==> src/design/scd_pkg.sv <==
package scd_pkg;

  // ****************************************************************
  // Identifier layout
  // ****************************************************************
  localparam int ID_W = 29;
  localparam int MODE_MSB = 28;
  localparam int MODE_LSB = 8;
  localparam int MODE_W = MODE_MSB - MODE_LSB + 1;
  localparam int NODE_MSB = 7;
  localparam int NODE_LSB = 0;
  localparam int NODE_W = NODE_MSB - NODE_LSB + 1;

  // ****************************************************************
  // Payload layout, byte 0 in the top lane
  // ****************************************************************
  localparam int DATA_W = 64;
  localparam int WORD_MSB = 63;
  localparam int WORD_LSB = 32;
  localparam int SPEED_MSB = 31;
  localparam int SPEED_LSB = 16;
  localparam int ACCEL_MSB = 15;
  localparam int ACCEL_LSB = 0;
  localparam int BYTE0_MSB = 63;
  localparam int BYTE0_LSB = 56;
  localparam int DLC_W = 4;
  localparam logic [DLC_W-1:0] DLC_ORIGIN = 4'h1;
  localparam logic [DLC_W-1:0] DLC_WORD = 4'h4;
  localparam logic [DLC_W-1:0] DLC_POS_SPD = 4'h8;

  // ****************************************************************
  // Control mode codes
  // ****************************************************************
  localparam int CODE_W = 3;
  localparam logic [MODE_W-1:0] DUTY_COMMAND_CODE = 21'h000000;
  localparam logic [MODE_W-1:0] CURRENT_COMMAND_CODE = 21'h000001;
  localparam logic [MODE_W-1:0] BRAKE_COMMAND_CODE = 21'h000002;
  localparam logic [MODE_W-1:0] VELOCITY_COMMAND_CODE = 21'h000003;
  localparam logic [MODE_W-1:0] POSITION_COMMAND_CODE = 21'h000004;
  localparam logic [MODE_W-1:0] ORIGIN_COMMAND_CODE = 21'h000005;
  localparam logic [MODE_W-1:0] POSITION_VELOCITY_COMMAND_CODE = 21'h000006;

  // ****************************************************************
  // Set-point ranges and scales
  // ****************************************************************
  localparam logic signed [31:0] DUTY_MAX = 32'sh000186A0;
  localparam logic signed [31:0] DUTY_MIN = -32'sh000186A0;
  localparam logic signed [31:0] CURRENT_MAX = 32'sh0000EA60;
  localparam logic signed [31:0] CURRENT_MIN = -32'sh0000EA60;
  localparam logic signed [31:0] BRAKE_MIN = 32'sh00000000;
  localparam logic signed [31:0] VELOCITY_MAX = 32'sh000186A0;
  localparam logic signed [31:0] VELOCITY_MIN = -32'sh000186A0;
  localparam logic signed [31:0] POSITION_MAX = 32'sh15752A00;
  localparam logic signed [31:0] POSITION_MIN = -32'sh15752A00;
  localparam logic signed [31:0] ACCEL_UNIT_MAX = 32'sh00007FFF;
  localparam logic signed [31:0] LIMIT_SCALE = 32'sh0000000A;
  localparam logic signed [31:0] FULL_SPEED = 32'sh000186A0;
  localparam logic signed [31:0] FULL_ACCEL = 32'sh0004FFF6;
  localparam logic signed [31:0] IMPEDANCE_SPEED = 32'sh00002EE0;
  localparam logic signed [31:0] IMPEDANCE_ACCEL = 32'sh00009C40;
  localparam logic [7:0] ORIGIN_TEMPORARY = 8'h00;
  localparam logic [7:0] ORIGIN_PERMANENT = 8'h01;

  // ****************************************************************
  // Decoder states
  // ****************************************************************
  typedef enum logic [1:0] {
    SCD_IDLE = 2'b01,
    SCD_DECODE = 2'b10
  } scd_state_type;

endpackage

==> src/design/scd_decoder.sv <==
// Overview of operation
// - Accept only extended-identifier data frames; ignore standard and remote frames.
// - Identifier bits 28..8 give control mode, bits 7..0 give node ID.
// - Mode codes 0..6: duty, current, brake, velocity, position, origin, pos-vel.
// - Set-points are big-endian: payload byte 0 is bits 31..24.
// - Duty set-point is duty fraction times 100000, applied as voltage ratio.
// - Current-loop value is milliamperes, -60000 to 60000.
// - Brake current is milliamperes, 0 to 60000.
// - Current-loop mode regulates commanded quadrature current, torque follows it.
// - Brake mode applies commanded braking current to hold position.
// - Duty mode drives the motor at the commanded duty, square-wave style.
// - Velocity mode runs the motor at the commanded speed.
// - Position mode moves to target at maximum speed when impedance_select_in is low.
// - Position-velocity mode honours commanded speed and acceleration limits.
// - Impedance position tracking defaults to 12000 electrical rpm and 40000 acceleration.
// - Velocity value is electrical rpm, -100000 to 100000.
// - Position value is degrees times 10000, within plus or minus 360000000.
// - Origin byte 0 sets temporary origin, 1 sets permanent zero.
`timescale 1ns/1ps

module scd_decoder (
  input wire logic clk_in,
  input wire logic reset_n_in,
  input wire logic [scd_pkg::NODE_W-1:0] node_id_in,
  input wire logic impedance_select_in,
  input wire logic frame_valid_in,
  input wire logic frame_extended_in,
  input wire logic frame_remote_in,
  input wire logic [scd_pkg::ID_W-1:0] frame_id_in,
  input wire logic [scd_pkg::DLC_W-1:0] frame_dlc_in,
  input wire logic [scd_pkg::DATA_W-1:0] frame_data_in,
  output logic frame_ready_out,
  output logic command_strobe_out,
  output logic frame_drop_out,
  output logic mode_valid_out,
  output logic [scd_pkg::CODE_W-1:0] mode_out,
  output logic signed [31:0] duty_out,
  output logic signed [31:0] quadrature_current_out,
  output logic signed [31:0] brake_current_out,
  output logic signed [31:0] velocity_out,
  output logic signed [31:0] position_out,
  output logic signed [31:0] speed_limit_out,
  output logic signed [31:0] accel_limit_out,
  output logic origin_set_out,
  output logic origin_permanent_out
);
  import scd_pkg::*;

  // ****************************************************************
  // Helpers
  // ****************************************************************
  function automatic logic signed [31:0] scd_sat(
    input logic signed [31:0] v,
    input logic signed [31:0] lo,
    input logic signed [31:0] hi
  );
    logic signed [31:0] r;
    r = v;
    if (v < lo) begin
      r = lo;
    end else if (v > hi) begin
      r = hi;
    end
    return r;
  endfunction

  // Times ten by shifts; inputs are 16-bit so nothing overflows
  function automatic logic signed [31:0] scd_x10(input logic signed [15:0] v);
    logic signed [31:0] w;
    w = 32'(v);
    return (w <<< 3) + (w <<< 1);
  endfunction

  // ****************************************************************
  // State
  // ****************************************************************
  scd_state_type state_q, state_d;
  logic ready_q, ready_d;
  logic [ID_W-1:0] id_q, id_d;
  logic [DLC_W-1:0] dlc_q, dlc_d;
  logic [DATA_W-1:0] data_q, data_d;
  logic ext_q, ext_d;
  logic remote_q, remote_d;
  logic strobe_q, strobe_d;
  logic drop_q, drop_d;
  logic mode_valid_q, mode_valid_d;
  logic [CODE_W-1:0] mode_q, mode_d;
  logic signed [31:0] duty_q, duty_d;
  logic signed [31:0] iq_q, iq_d;
  logic signed [31:0] brake_q, brake_d;
  logic signed [31:0] vel_q, vel_d;
  logic signed [31:0] pos_q, pos_d;
  logic signed [31:0] spd_q, spd_d;
  logic signed [31:0] acc_q, acc_d;
  logic origin_q, origin_d;
  logic perm_q, perm_d;

  logic [MODE_W-1:0] code;
  logic signed [31:0] word;
  logic signed [31:0] accel_units;
  logic frame_ok;
  logic take;

  // ****************************************************************
  // Field extraction
  // ****************************************************************
  assign code = id_q[MODE_MSB:MODE_LSB];
  assign word = data_q[WORD_MSB:WORD_LSB];
  assign accel_units = scd_sat(32'(signed'(data_q[ACCEL_MSB:ACCEL_LSB])),
                               BRAKE_MIN, ACCEL_UNIT_MAX);
  // Foreign node IDs are dropped before any mode is looked at
  assign frame_ok = ext_q && !remote_q
                    && (id_q[NODE_MSB:NODE_LSB] == node_id_in);
  assign take = frame_valid_in && ready_q;

  // ****************************************************************
  // Next state
  // ****************************************************************
  always_comb begin
    state_d = state_q;
    ready_d = ready_q;
    id_d = id_q;
    dlc_d = dlc_q;
    data_d = data_q;
    ext_d = ext_q;
    remote_d = remote_q;
    strobe_d = 1'b0;
    drop_d = 1'b0;
    origin_d = 1'b0;
    mode_valid_d = mode_valid_q;
    mode_d = mode_q;
    duty_d = duty_q;
    iq_d = iq_q;
    brake_d = brake_q;
    vel_d = vel_q;
    pos_d = pos_q;
    spd_d = spd_q;
    acc_d = acc_q;
    perm_d = perm_q;
    unique case (state_q)
      SCD_IDLE: begin
        if (take) begin
          id_d = frame_id_in;
          dlc_d = frame_dlc_in;
          data_d = frame_data_in;
          ext_d = frame_extended_in;
          remote_d = frame_remote_in;
          ready_d = 1'b0;
          state_d = SCD_DECODE;
        end else begin
          // Also raises ready on the first edge after reset
          ready_d = 1'b1;
        end
      end
      SCD_DECODE: begin
        ready_d = 1'b1;
        state_d = SCD_IDLE;
        drop_d = 1'b1;
        if (frame_ok) begin
          // Short payloads are dropped rather than half-applied
          unique case (code)
            DUTY_COMMAND_CODE: begin
              if (dlc_q >= DLC_WORD) begin
                duty_d = scd_sat(word, DUTY_MIN, DUTY_MAX);
                mode_d = CODE_W'(DUTY_COMMAND_CODE);
                drop_d = 1'b0;
              end
            end
            CURRENT_COMMAND_CODE: begin
              if (dlc_q >= DLC_WORD) begin
                iq_d = scd_sat(word, CURRENT_MIN, CURRENT_MAX);
                mode_d = CODE_W'(CURRENT_COMMAND_CODE);
                drop_d = 1'b0;
              end
            end
            BRAKE_COMMAND_CODE: begin
              if (dlc_q >= DLC_WORD) begin
                brake_d = scd_sat(word, BRAKE_MIN, CURRENT_MAX);
                mode_d = CODE_W'(BRAKE_COMMAND_CODE);
                drop_d = 1'b0;
              end
            end
            VELOCITY_COMMAND_CODE: begin
              if (dlc_q >= DLC_WORD) begin
                vel_d = scd_sat(word, VELOCITY_MIN, VELOCITY_MAX);
                mode_d = CODE_W'(VELOCITY_COMMAND_CODE);
                drop_d = 1'b0;
              end
            end
            POSITION_COMMAND_CODE: begin
              if (dlc_q >= DLC_WORD) begin
                pos_d = scd_sat(word, POSITION_MIN, POSITION_MAX);
                // Impedance tracking is gentler than a full-speed move
                if (impedance_select_in) begin
                  spd_d = IMPEDANCE_SPEED;
                  acc_d = IMPEDANCE_ACCEL;
                end else begin
                  spd_d = FULL_SPEED;
                  acc_d = FULL_ACCEL;
                end
                mode_d = CODE_W'(POSITION_COMMAND_CODE);
                drop_d = 1'b0;
              end
            end
            ORIGIN_COMMAND_CODE: begin
              // Origin leaves the running mode untouched
              if (dlc_q >= DLC_ORIGIN) begin
                if (data_q[BYTE0_MSB:BYTE0_LSB] == ORIGIN_TEMPORARY) begin
                  origin_d = 1'b1;
                  perm_d = 1'b0;
                  drop_d = 1'b0;
                end else if (data_q[BYTE0_MSB:BYTE0_LSB] == ORIGIN_PERMANENT) begin
                  origin_d = 1'b1;
                  perm_d = 1'b1;
                  drop_d = 1'b0;
                end
              end
            end
            POSITION_VELOCITY_COMMAND_CODE: begin
              if (dlc_q >= DLC_POS_SPD) begin
                pos_d = scd_sat(word, POSITION_MIN, POSITION_MAX);
                spd_d = scd_x10(data_q[SPEED_MSB:SPEED_LSB]);
                acc_d = scd_x10(accel_units[15:0]);
                mode_d = CODE_W'(POSITION_VELOCITY_COMMAND_CODE);
                drop_d = 1'b0;
              end
            end
            default: begin
              drop_d = 1'b1;
            end
          endcase
        end
        strobe_d = !drop_d;
        if (!drop_d && (code != ORIGIN_COMMAND_CODE)) begin
          mode_valid_d = 1'b1;
        end
      end
      default: begin
        state_d = SCD_IDLE;
        ready_d = 1'b1;
      end
    endcase
  end

  // ****************************************************************
  // Registers
  // ****************************************************************
  always_ff @(posedge clk_in) begin
    if (!reset_n_in) begin
      state_q <= SCD_IDLE;
      ready_q <= 1'b0;
      id_q <= '0;
      dlc_q <= '0;
      data_q <= '0;
      ext_q <= 1'b0;
      remote_q <= 1'b0;
      strobe_q <= 1'b0;
      drop_q <= 1'b0;
      mode_valid_q <= 1'b0;
      mode_q <= '0;
      duty_q <= '0;
      iq_q <= '0;
      brake_q <= '0;
      vel_q <= '0;
      pos_q <= '0;
      spd_q <= '0;
      acc_q <= '0;
      origin_q <= 1'b0;
      perm_q <= 1'b0;
    end else begin
      state_q <= state_d;
      ready_q <= ready_d;
      id_q <= id_d;
      dlc_q <= dlc_d;
      data_q <= data_d;
      ext_q <= ext_d;
      remote_q <= remote_d;
      strobe_q <= strobe_d;
      drop_q <= drop_d;
      mode_valid_q <= mode_valid_d;
      mode_q <= mode_d;
      duty_q <= duty_d;
      iq_q <= iq_d;
      brake_q <= brake_d;
      vel_q <= vel_d;
      pos_q <= pos_d;
      spd_q <= spd_d;
      acc_q <= acc_d;
      origin_q <= origin_d;
      perm_q <= perm_d;
    end
  end

  // ****************************************************************
  // Outputs, all straight from flops
  // ****************************************************************
  assign frame_ready_out = ready_q;
  assign command_strobe_out = strobe_q;
  assign frame_drop_out = drop_q;
  assign mode_valid_out = mode_valid_q;
  assign mode_out = mode_q;
  assign duty_out = duty_q;
  assign quadrature_current_out = iq_q;
  assign brake_current_out = brake_q;
  assign velocity_out = vel_q;
  assign position_out = pos_q;
  assign speed_limit_out = spd_q;
  assign accel_limit_out = acc_q;
  assign origin_set_out = origin_q;
  assign origin_permanent_out = perm_q;

endmodule

==> config.mk <==
export PLATFORM = sky130hd
export DESIGN_NAME = scd_decoder
export DESIGN_NICKNAME = d
export VERILOG_FILES = /design/src/design/scd_pkg.sv /design/src/design/scd_decoder.sv
export SDC_FILE = /design/constraint.sdc
export NUM_CORES = 1
export LEC_CHECK = 0
export ABC_AREA = 1
export BUFFER_PORTS_ARGS = -buffer_cell sky130_fd_sc_hd__buf_2
export CAP_MARGIN = 20
export CORE_ASPECT_RATIO = 1.1
export CORE_UTILIZATION = 48
export CTS_BUF_LIST = sky130_fd_sc_hd__clkbuf_4
export DETAILED_ROUTE_END_ITERATION = 6
export PLACE_DENSITY = 0.73
export SYNTH_ARGS = -nofsm -noshare
export SYNTH_HDL_FRONTEND = slang
export SYNTH_SLANG_ARGS = --single-unit
==> constraint.sdc <==
create_clock -name clk_in -period 2.91 [get_ports clk_in]
set_input_delay 0.4365 -clock clk_in [delete_from_list [all_inputs] [get_ports clk_in]]
set_output_delay 0.4365 -clock clk_in [all_outputs]
set_load 0.01 [all_outputs]
# Yosys cells after proc, flatten, opt, wreduce, memory -nomap -nowiden
# Index checks and enable logic that the tools add are counted.
[totals]
output_inout_bits = 233
word_cells = 116
in_bits = 111
reg_bits = 334
[op_classes]
n_reduce_logical = 24
n_lt_le_gt_ge = 12
eq_ne = 17
n_addsub = 2
muxes = 41
[ops]
columns = ["operator", "n"]
rows = [
  ["$mux 32", 13],
  ["$pmux 32 s2", 3],
  ["$eq 21x3->1 const B", 3],
  ["$eq 21x2->1 const B", 2],
  ["$add 19x17->20", 2],
  ["$gt 32x17->1 const B", 1],
  ["$gt 32x18->1 const B", 1],
  ["$gt 32x30->1 const B", 1],
  ["$lt 32x1->1 const B", 1],
  ["$lt 32x17->1 const B", 1],
  ["$lt 32x18->1 const B", 1],
  ["$lt 32x30->1 const B", 1],
  ["$mux 16", 2],
  ["$eq 21x1->1 const B", 1],
  ["$logic_not 21->1", 1],
  ["$ne 21x3->1 const B", 1],
  ["$mux 19", 1],
  ["$mux 3", 6],
  ["$pmux 3 s6", 1],
  ["$mux 17", 1],
  ["$gt 16x16->1 const B", 1],
  ["$lt 16x1->1 const B", 1],
  ["$reduce_and 4->1", 4],
  ["$reduce_and 5->1", 3],
  ["18 further kinds", 43],
]

# Depth between registers and ports, before layout
# Gate-level depths: netlist (run 1).
[depth]
word_depth = 10
depth_mapped = 15
ltp_nobuf = 15

# Worst setup path before layout (run 1)
# Ideal clock, no wire load.
[synth_path]
path_type = "register -> register"
from = "reg data_q[15]"
to = "reg acc_q[8], in the netlist accel_limit_out[8]"
stages_incl_launch_ff = 13
slack_ns = 0.808
arrival_time_ns = 1.970
path_buffers = 1
synth_period_minus_slack_ns = 2.102
setup_time_ns = 0.132
required_time_ns = 2.778
cell_sequence = "dfxtp_1 > clkbuf_1 > nor2_1 > ha_1 > a21oi_1 > nand2_1 > nand2_1 > nand2_1 > or2_2 > nand3_1 > nand2_1 > nand2_1 > a21oi_1"
[synth_via]
elab_chain_len = 6
elab_cells_between_ends = 7
classes_between = "add/sub (1); order compare (2); mux (4)"
[synth_lines]
columns = ["item", "line_no", "text"]
rows = [
  ["start, declared", "scd_decoder.sv:81", "logic [DATA_W-1:0] data_q, data_d;"],
  ["start signal, assigned", "scd_decoder.sv:275", "data_q <= data_d;"],
  ["$gt 16x16->1", "scd_decoder.sv:61", "end else if (v > hi) begin"],
  ["$mux 16", "scd_decoder.sv:61", ""],
  ["$mux 16 (*)", "scd_decoder.sv:59", "if (v < lo) begin"],
  ["$add 19x17->20 (*)", "scd_decoder.sv:71", "return (w <<< 3) + (w <<< 1);"],
  ["$mux 32 (*)", "scd_decoder.sv:220", "if (dlc_q >= DLC_POS_SPD) begin"],
  ["$pmux 32 s2 (*)", "scd_decoder.sv:161", "unique case (code)"],
  ["end signal, assigned", "scd_decoder.sv:267", "acc_q <= '0;"],
  ["end signal, assigned", "scd_decoder.sv:288", "acc_q <= acc_d;"],
  ["end, declared", "scd_decoder.sv:94", "logic signed [31:0] acc_q, acc_d;"],
]
# Mark *: on every way between the ends. The rest lies on a longest branch, timed or not. The select of a mux whose other input is x is not followed.
# A chain may end at the register's enable or synchronous reset.

# Worst setup path in the final report (run 1)
[layout_path]
from = "reg data_q[63]"
to = "reg pos_q[30], in the netlist position_out[30]"
[layout_via]
elab_chain_len = 5
elab_cells_between_ends = 7
classes_between = "order compare (2); mux (5)"
[layout_lines]
columns = ["item", "line_no", "text"]
rows = [
  ["$gt 32x30->1", "scd_decoder.sv:61", ""],
  ["$mux 32", "scd_decoder.sv:61", ""],
  ["$mux 32 (*)", "scd_decoder.sv:59", ""],
  ["$mux 32, on equally long branches", "scd_decoder.sv:220, scd_decoder.sv:191", ""],
  ["$pmux 32 s2 (*)", "scd_decoder.sv:161", ""],
  ["end signal, assigned", "scd_decoder.sv:286", "pos_q <= pos_d;"],
  ["end, declared", "scd_decoder.sv:92", "logic signed [31:0] pos_q, pos_d;"],
]
# Marks and branches as above.

==> results of run 1 <==
[worst min-delay path: stages]
cell and delay (ns):
buf_2 0.13, clkinv_2 0.13, a21oi_1 0.06
[report_power, final]
part / internal (mW) / switching, mW / total, mW
clock network: 1.81 / 1.77 / 3.58
logic: 0.342 / 0.578 / 0.920
registers: 4.27 / 0.0787 / 4.35
[cell usage after synthesis (3+ instances only)]
cell type	instances	area share
nor2_2	7	0.0031
buf_2	23	0.0082
xnor2_1	8	0.0050
a31oi_1	4	0.0018
buf_4	35	0.019
a21oi_1	151	0.054
nand3b_1	7	0.0038
xor2_1	6	0.0038
ha_1	28	0.025
inv_1	206	0.055
nand2_1	541	0.15
nor3_4	3	0.0035
nand4_1	34	0.015
o21ai_0	159	0.057
clkbuf_2	3	0.0011
nor2_4	10	0.0081
nor3_2	3	0.0022
nand3_2	4	0.0029
inv_2	6	0.0016
dfxtp_1	307	0.44
nand2_2	3	0.0013
clkbuf_1	52	0.014
o21ai_1	5	0.0018
nor3_1	22	0.0079
nand3_1	88	0.032
a22o_1	27	0.017
nor2_1	220	0.059
o21bai_1	3	0.0016
[metal layers]
metal / track usage / share of wire / wire, um
met4: 0.131 / 0.040 / 1830
met1: 0.345 / 0.41 / 18300
met5: 0 / 0.00022 / 10
met2: 0.521 / 0.49 / 21900
met3: 0.0640 / 0.069 / 3120
[layout make-up]
type / instances / area share
repair buffers: 454 / 0.162
multi-input cells: 1359 / 0.366
diodes: 4 / 0.000565
clock buffers: 108 / 0.0458
inverters: 214 / 0.0454
clock inverters: 21 / 0.00742
flip-flops and latches: 307 / 0.347
well taps: 368 / 0.0260
[kinds of logic (layout without fill, tap and decap cells)]
logic type	count (synthesis)	in the layout	synth area share
fa+ha+maj	30	30	0.0280
compound gates	353	353	0.135
flops	307	307	0.440
simple gates	947	947	0.287
xor+xnor	14	14	0.00878
buf+inv	329	797	0.100
other cells	1	19	0.000269
[through the flow]
step,utilization,cells,power (mW),cell area [um2],hold WS (ns)
after floorplan,-,1995,4.97,14000,0.420
after global placement,0.550,2603,5.23,15800,0.424
after detailed placement,0.550,2603,5.24,15800,0.425
after CTS,0.618,2831,8.90,17700,0.0453
after global routing,0.618,2834,9.24,17700,0.0867
final,0.618,2835,8.85,17700,0.109
[flip-flops by register name (all words and copies together) (netlist names), 4 cells and up]
signal,count
duty_out,32
brake_current_out,32
speed_limit_out,19
id_q,29
position_out,32
accel_limit_out,18
data_q,64
velocity_out,32
dlc_q,4
quadrature_current_out,32
[path summary, 6_finish.rpt]
path	startpoint	end	slack [ns]	cells past startpoint
max	data_q[63]	position_out[30]	0.51	9
min	reset_n_in	mode_out[0]	0.11	3
max reg2reg	data_q[63]	position_out[30]	0.51	9
min reg2reg	brake_current_out[28]	brake_current_out[28]	0.43	2
[cell usage in the layout (no fill, tap or decap), drive strengths merged]
| master | n |
|---|---|
| dlygate4sd3 | 99 |
| ha | 28 |
| o21bai | 3 |
| bufinv | 1 |
| clkinv | 22 |
| xor2 | 6 |
| nor2 | 237 |
| nor4 | 2 |
| a21o | 2 |
| conb | 15 |
| a21oi | 151 |
| clkinvlp | 2 |
| diode | 4 |
| inv | 210 |
| nand3 | 93 |
| o21ai | 164 |
| a22o | 27 |
| xnor2 | 8 |
| nand3b | 7 |
| nor3 | 28 |
| dfxtp | 307 |
| a21boi | 1 |
| clkbuf | 108 |
| nand2 | 544 |
| fa | 2 |
| a31oi | 4 |
| o31ai | 1 |
| buf | 355 |
| nand4 | 34 |
| or2 | 2 |
[repair_timing]
item                                    4_1_cts  5_1_grt
hold buffers                                 99        0
endpoints found under the setup margin        0        0
hold endpoints to repair                     99        0
==> metrics, run 1 <==
Yosys Warn Count=0; status=finished, final reports clean; row count=65; synth unique cells=38; via count=14600; die width=165 um; register area=6150 um2; Area growth syn-to-layout=26.8%; Async S/R FF share, synth=0; vias in the first global route=13800; Final min period=2.40 ns; PD cells=500 nW/um2; CTS Buffer Depth=3; hold violation count in the final report=0; layout cells sized above 1=0.208; gpl congestion=0.967; CTS tree=yes; drt pass-1 iters=6; DIE AREA=29800 um2; WL final=45.2 mm; Slew @ Worst Pin=0.895 ns; Critical Path RT=3.49 ns; final setup fails=0; GR Overflow Total=0; mean area per synthesized cell=7.05 um2; Post-Place Setup Slack=0.390 ns; Vias/cell=5.14; die extent in y=181 um; Crit path largest cell delay=0.66 ns; initial antenna violation count=5; post-detailed-route count of antenna-violating nets=0; Post-Syn Area=14000 um2; Hold WC Path Type=in2reg; Crit-path slowest cell=dfxtp_1; initial drt markers=1026; EDFF count, synth=0; Clock Skew=0.0527 ns; cts repair resizes=0; pin count of the biggest net entering global routing=99; setup tns final=0 ns; CP delay by family, top=simple AND/OR/NAND/NOR gates; hpwl dp=32.1 mm; area of the multi-input gates=6480 um2; post-synthesis sequential area ratio=0.440; fmax=416 MHz; Clock Sinks=307; total number of H-tree levels=3; I/O pins=344; clk slew on worst S/H paths=0.06 ns; CP max FO=11; Startpoint Class=register; number of port buffers=328; WL per Instance=15.9 um; CTS Buf Count=79; Worst Setup End Kind=register; global-route wire length before repair=70.1 mm; clock latency on the worst-skew pair=0.73 ns; area of the core=28600 um2; Setup Buffers After CTS=0; Data arrival, critical path=2.99 ns; GRT Util Overall=0.298; Nets=2556; CP Cell Sequence=nand2_1 -> inv_1 -> nand2_1 -> a31oi_1 -> nor2_1 -> nand3_1 -> nand2_1 -> nor2_1 -> nor2_1; residual DRC count=0; RSZ-0062 raised after global routing=no; Tcrit/Tclk final=0.826; CP bufs+invs=1; Initial Util=0.488; final setup margin=0.506 ns; clock root cell=clkbuf_4; relative slew slack=0.403; Worst IR Drop VDD=295 uV; fillers=2701; Slew Limit Fails=0; Max-Cap Viols=0; P_leak=8.73 nW; Syn Inst Count=1981; WS Path Type=reg2reg; Top FF cell, synth=dfxtp_1; synthesized flop and latch total=307
No activity file was read; power rests on OpenSTA's default activity.
==> run 2, diff against run 1 <==
- PLACE_DENSITY: 0.73 -> 0.76
- clock period: 2.91 -> 2.16 ns (I/O delays scaled with it)
==> run 2 against run 1 <==
  * Sequential power is 34% higher
  * Via count is 3.3% higher
  * Global-route usage is 0.76 points higher
  * Count of clock-buffer cells in the layout is 1 lower
  * Critical endpoint is now position_out[28]
  * Clock skew is 0.021 ns higher
  * Largest cell class unchanged
  * Sequential share of layout area is 1.8 points lower
  * Sequential cell count stayed put
  * Fmax is 12% higher
  * Total power is 39% higher
  * Critical path depth is 3 higher
==> metrics, run 2 (synthesis results as in run 1) <==
setup tns final=0 ns (unchanged); CTS Buffer Depth=3 (unchanged); Reg2Reg Depth=12 (+3); fillers=2516 (-6.8%); Cell Area, Placed=16200 um2 (+2.5%); row count=65 (unchanged); Worst Setup End Kind=register; gpl congestion=0.963 (-0.49%); hpwl dp=32.1 mm (about the same); CP max FO=6 (-5); CP delay by family, top=simple AND/OR/NAND/NOR gates; CTS Buf Count=80 (+1.3%); Initial Util=0.488 (unchanged); Largest register FFs=64 (unchanged); Crit-path slowest cell=dfxtp_2; residual DRC count=0 (unchanged); die extent in y=181 um (unchanged); DIE AREA=29800 um2 (unchanged); GR Overflow Total=0 (unchanged); Data arrival, critical path=2.82 ns (-0.17 ns); Tot Pwr=12.3 mW (+39%); hold violation count in the final report=0 (unchanged); PD cells=656 nW/um2 (+31%); Biggest register=data_q; number of port buffers=328 (unchanged); final hold slack=0.0666 ns (-0.0423 ns); total number of H-tree levels=3 (unchanged); final setup fails=0 (unchanged); P_leak=9.17 nW (+5.1%); Critical Path RT=2.83 ns (-0.66 ns); CP Cell Sequence=nor2_2 -> nand2_2 -> nor2_4 -> nand2_4 -> nor2_4 -> nand3_4 -> clkinvlp_4 -> nand3_4 -> buf_4 -> nor2_2 -> nand2_1 -> a21oi_1; initial antenna violation count=5 (unchanged); most frequent cells in the layout=nand2_1, buf_2, dfxtp_1; area of the core=28600 um2 (unchanged); WS Path Type=reg2reg; global-route wire length before repair=72.0 mm (+2.6%); Slew Limit Fails=0 (unchanged); Crit path largest cell delay=0.33 ns (-0.33 ns); die width=165 um (unchanged); final setup margin=0.00912 ns (-0.497 ns); pin count of the biggest net entering global routing=99 (unchanged); via count=15000 (+3.3%); I/O pins=344 (unchanged); CTS tree=yes; post-detailed-route count of antenna-violating nets=0 (unchanged); fmax=465 MHz (+12%); clock root cell=clkbuf_4; most common cell after layout, fill and taps aside=nand2_1; Area growth syn-to-layout=34.0%; Post-Place Setup Slack=-0.120 ns (-0.509 ns); WL per Instance=16.3 um (+2.0%); Post-Layout Inst Area=18700 um2 (+5.7%); Worst Hold Depth=6 (+3); Clock Skew=0.0733 ns (+0.0206 ns); Startpoint Class=register; clk slew on worst S/H paths=0.07 ns (about the same); WL final=47.4 mm (+4.9%); clock latency on the worst-skew pair=0.75 ns (+0.02 ns); Tcrit/Tclk final=0.996 (+0.170); status=finished, final reports clean; initial drt markers=1015 (-1.1%); GRT Util Overall=0.306 (+0.00762); CP bufs+invs=2 (+1); vias in the first global route=14400 (+4.2%); Vias/cell=5.16 (+0.42%); Max-Cap Viols=0 (unchanged); drt pass-1 iters=6 (unchanged); Worst IR Drop VDD=489 uV (+66%); Final min period=2.15 ns (-0.253 ns); Clock Sinks=307 (unchanged); Nets=2627 (+2.8%); Hold WC Path Type=in2reg; layout cells sized above 1=0.248 (+0.0397); CP Depth=12 (+3)
-- run 2: changes by cell type in the layout (fill, tap and decap cells not counted), moves of 8 or more --
| cell | before | now |
|---|---|---|
| buf_4 | 25 | 75 |
| nor2_1 | 218 | 198 |
| buf_12 | 2 | 15 |
| nor2_2 | 8 | 20 |
| nor2_4 | 11 | 20 |
| clkinv_1 | 15 | 23 |
| dfxtp_1 | 307 | 299 |
-- run 2: per-layer routing --
layer  track usage  routed length [um]  part of all wire  up-vias
met4         0.169                2280             0.048        0
met2         0.520               23000              0.48      622
li1              -                   -                 -     7365
met3        0.0608                3280             0.069      153
met5             0                   0                 0        -
met1         0.355               18900              0.40     6903
-- run 2: final timing paths --
check                   startpoint               endpoint  slack (ns)
min reg2reg  brake_current_out[31]  brake_current_out[31]        0.43
min            impedance_select_in    speed_limit_out[16]        0.07
max                       id_q[24]       position_out[28]       0.009
max reg2reg               id_q[24]       position_out[28]       0.009
-- run 2: report_power, final --
part / leakage, nW / total, mW / internal [mW] / switching (mW)
clock: 0.572 / 5.02 / 2.54 / 2.48
sequential: 2.49 / 5.85 / 5.76 / 0.0940
combinational: 6.12 / 1.41 / 0.557 / 0.849
-- run 2: layout make-up --
cell class	instances	area, um2	share of cell area
inverters	214	812	0.0434
flip-flops and latches	307	6160	0.329
clock inverters	30	175	0.00936
repair buffers	522	3580	0.191
multi-input cells	1361	6710	0.358
clock buffers	107	803	0.0429
diodes	6	15.0	0.000803
well taps	368	460	0.0246
-- run 2: tightest hold or removal path, delay by kind of cell --
kind / cells / cell delay, ns
simple gates: 5 / 0.33
buf+inv: 1 / 0.11
-- run 2: what timing repair did --
action,CTS,global route
pin swaps,1,23
resized for setup,1,73
gates cloned,0,4
endpoints found under the hold margin,99,0
hold buffers,99,0
setup endpoints to repair,10,116
buffers inserted,1,26
-- run 2: metrics by stage --
stage / instances / util
finish: 2915 / 0.654
global placement: 2642 / 0.564
global route: 2912 / 0.653
CTS: 2879 / 0.634
floorplan: 1995 / -
detailed placement: 2642 / 0.564
==> run 3, diff against run 2 <==
- CORE_ASPECT_RATIO: 1.1 -> default
- PLACE_DENSITY: 0.76 -> 0.73
- SKIP_LAST_GASP: default -> 1
- clock period: 2.16 -> 2.2 ns (I/O delays scaled with it)
==> run 3 against run 2 <==
  * First-iteration DRC count increased by 13%
  * Critical endpoint is now quadrature_current_out[19]
  * Count of clock-buffer cells in the layout increased by 18
  * Non-clock buffer count decreased by 34
  * Combinational power decreased by 6%
  * Hold slack improved by 0.052 ns
  * Wire length decreased by 4.8%
==> metrics, run 3 (synthesis results as in run 1) <==
status=finished, final reports clean; Hold Crit Start=reset_n_in; CP max FO=16 (+10); clock latency on the worst-skew pair=0.72 ns (-0.03 ns); via count=14700 (-2.2%); vias in the first global route=14200 (-1.7%); RSZ-0062 raised after global routing=yes; Worst IR Drop VDD=457 uV (-6.5%); Area growth syn-to-layout=31.3%; layout cells sized above 1=0.233 (-0.0154); Tcrit/Tclk final=0.944 (-0.0516); Inst Count DP=2642 (unchanged); Switching Share=0.271 (-0.00721); Hold WC Path Type=in2reg; Nets=2593 (-1.3%); WL final=45.1 mm (-4.8%); Worst Setup End Kind=register; Clock power frac=0.418 (+0.009); hold path endpoint=brake_current_out[25]; Biggest register=data_q; CTS Buffer Depth=3 (unchanged); P_leak=9.01 nW (-1.8%); WS Path Type=reg2reg; cell internal pwr=8.86 mW (about the same); drt pass-1 iters=6 (unchanged); clock root cell=clkbuf_4; final core occ=0.640 (-0.0132); R2R setup slack=0.12 ns (+0.11 ns); number of port buffers=328 (unchanged); clk slew on worst S/H paths=0.07 ns (about the same); most frequent cells in the layout=nand2_1, buf_2, dfxtp_1; Final min period=2.08 ns (-0.0737 ns); power share of the combinational group=0.109 (-0.006); Clock Skew=0.0568 ns (-0.0165 ns); fmax=481 MHz (+3.5%); most common cell after layout, fill and taps aside=nand2_1; Slew Limit Fails=0 (unchanged); I/O pins=344 (unchanged); Data arrival, critical path=2.67 ns (-0.15 ns); Critical R2R Capture=quadrature_current_out[19]; die width=173 um (+4.8%); global-route wire length before repair=71.9 mm (-0.11%); Slew @ Worst Pin=0.639 ns; initial drt markers=1144 (+13%); final setup fails=0 (unchanged); area of the core=28600 um2 (about the same); pin count of the biggest net entering global routing=99 (unchanged); CTS Buf Count=82 (+2.5%); gpl congestion=0.934 (-3.0%); Critical Path RT=2.79 ns (-0.04 ns); Largest register FFs=64 (unchanged); relative slew slack=0.574; row count=62 (-4.6%); post-detailed-route count of antenna-violating nets=0 (unchanged); Clock Sinks=307 (unchanged); DIE AREA=29800 um2 (about the same); reg2reg start=id_q[25]; Reg2Reg Depth=11 (-1); hold violation count in the final report=0 (unchanged); CTS tree=yes; GR Overflow Total=0 (unchanged); Switching Power=3.30 mW (-3.5%); sequential power share=0.472 (-0.005); Initial Util=0.488 (about the same); Vias/cell=5.08 (-1.5%); hpwl dp=31.2 mm (-2.8%); residual DRC count=0 (unchanged); WL per Instance=15.6 um (-4.1%); Final Instance Count excl. Fillers=2895 (-0.69%); Startpoint Class=register; setup tns final=0 ns (unchanged); PD cells=664 nW/um2 (+1.1%); Worst Hold Depth=3 (-3); total number of H-tree levels=3 (unchanged); Max-Cap Viols=0 (unchanged); die extent in y=173 um (-4.6%); initial antenna violation count=4 (-1); GRT Util Overall=0.295 (-0.0103)
run 3: cell count changes in the layout (fill, tap and decap cells not counted), sizes merged, moves of 2 or more:
| cell | change |
|---|---|
| buf | -33 |
| clkbuf | +16 |
| clkinv | -13 |
| diode | -2 |
| inv | -2 |
run 3: worst max-delay path, cell delays in order, from the launching register on:
cell	delay [ns]
dfxtp_1	0.33
nor2_1	0.15
nand2_1	0.13
nor2_4	0.17
nand2_4	0.11
nor2_2	0.18
nand2_2	0.08
nor3_2	0.30
nand2_1	0.17
nor2_4	0.16
buf_12	0.15
nor2_1	0.05
run 3: power by group through the flow:
stage / Sequential, mW / Combinational [mW] / Clock (mW)
finish: 5.75 / 1.33 / 5.09
global route: 5.75 / 1.45 / 5.54
floorplan: 5.83 / 0.747 / 0
CTS: 5.75 / 1.27 / 5.17
global placement: 5.87 / 1.11 / 0
detailed placement: 5.87 / 1.12 / 0
run 3: how the worst max path moves through the flow:
stage,startpoint,to,slack (ns),cells past startpoint
floorplan,data_q[15],accel_limit_out[8],0.1,12
detailed placement,data_q[15],accel_limit_out[17],-0.11,14
finish,id_q[25],quadrature_current_out[19],0.12,11
global route,id_q[25],accel_limit_out[16],-0.04,13
global placement,data_q[15],accel_limit_out[17],-0.11,14
CTS,id_q[22],position_out[30],0.02,10
run 3: final cells by class:
cell class | instances | area [um2]
fill | 2667 | 10300
multi-input combinational | 1359 | 6570
sequential | 307 | 6150
timing repair buffer | 488 | 3260
clock buffer | 125 | 938
inverter | 214 | 808
tap | 384 | 480
clock inverter | 14 | 106
antenna | 4 | 10.0
run 3: metal layers:
layer / share of wire / global-route usage / vias to the layer above
met5: 0 / 0 / -
met1: 0.42 / 0.368 / 6732
li1: - / - / 7294
met2: 0.46 / 0.485 / 593
met3: 0.079 / 0.0734 / 99
met4: 0.032 / 0.122 / 0
run 3: repair_timing:
item | 4_1_cts | 5_1_grt
pin swaps | 1 | 7
buffers inserted | 1 | 9
endpoints found under the hold margin | 100 | 0
resized for setup | 3 | 36
hold buffers | 100 | 0
setup endpoints to repair | 11 | 158
run 3: per-stage QoR:
step / power (mW) / hold slack (ns) / setup slack (ns) / area [um2]
2_1_floorplan: 6.58 / 0.420 / 0.0979 / 14000
3_3_place_gp: 6.98 / 0.423 / -0.107 / 16000
3_5_place_dp: 6.99 / 0.425 / -0.112 / 16000
4_1_cts: 12.2 / 0.0990 / 0.0236 / 18100
5_1_grt: 12.8 / 0.0972 / -0.0353 / 18300
6_report: 12.2 / 0.118 / 0.123 / 18300
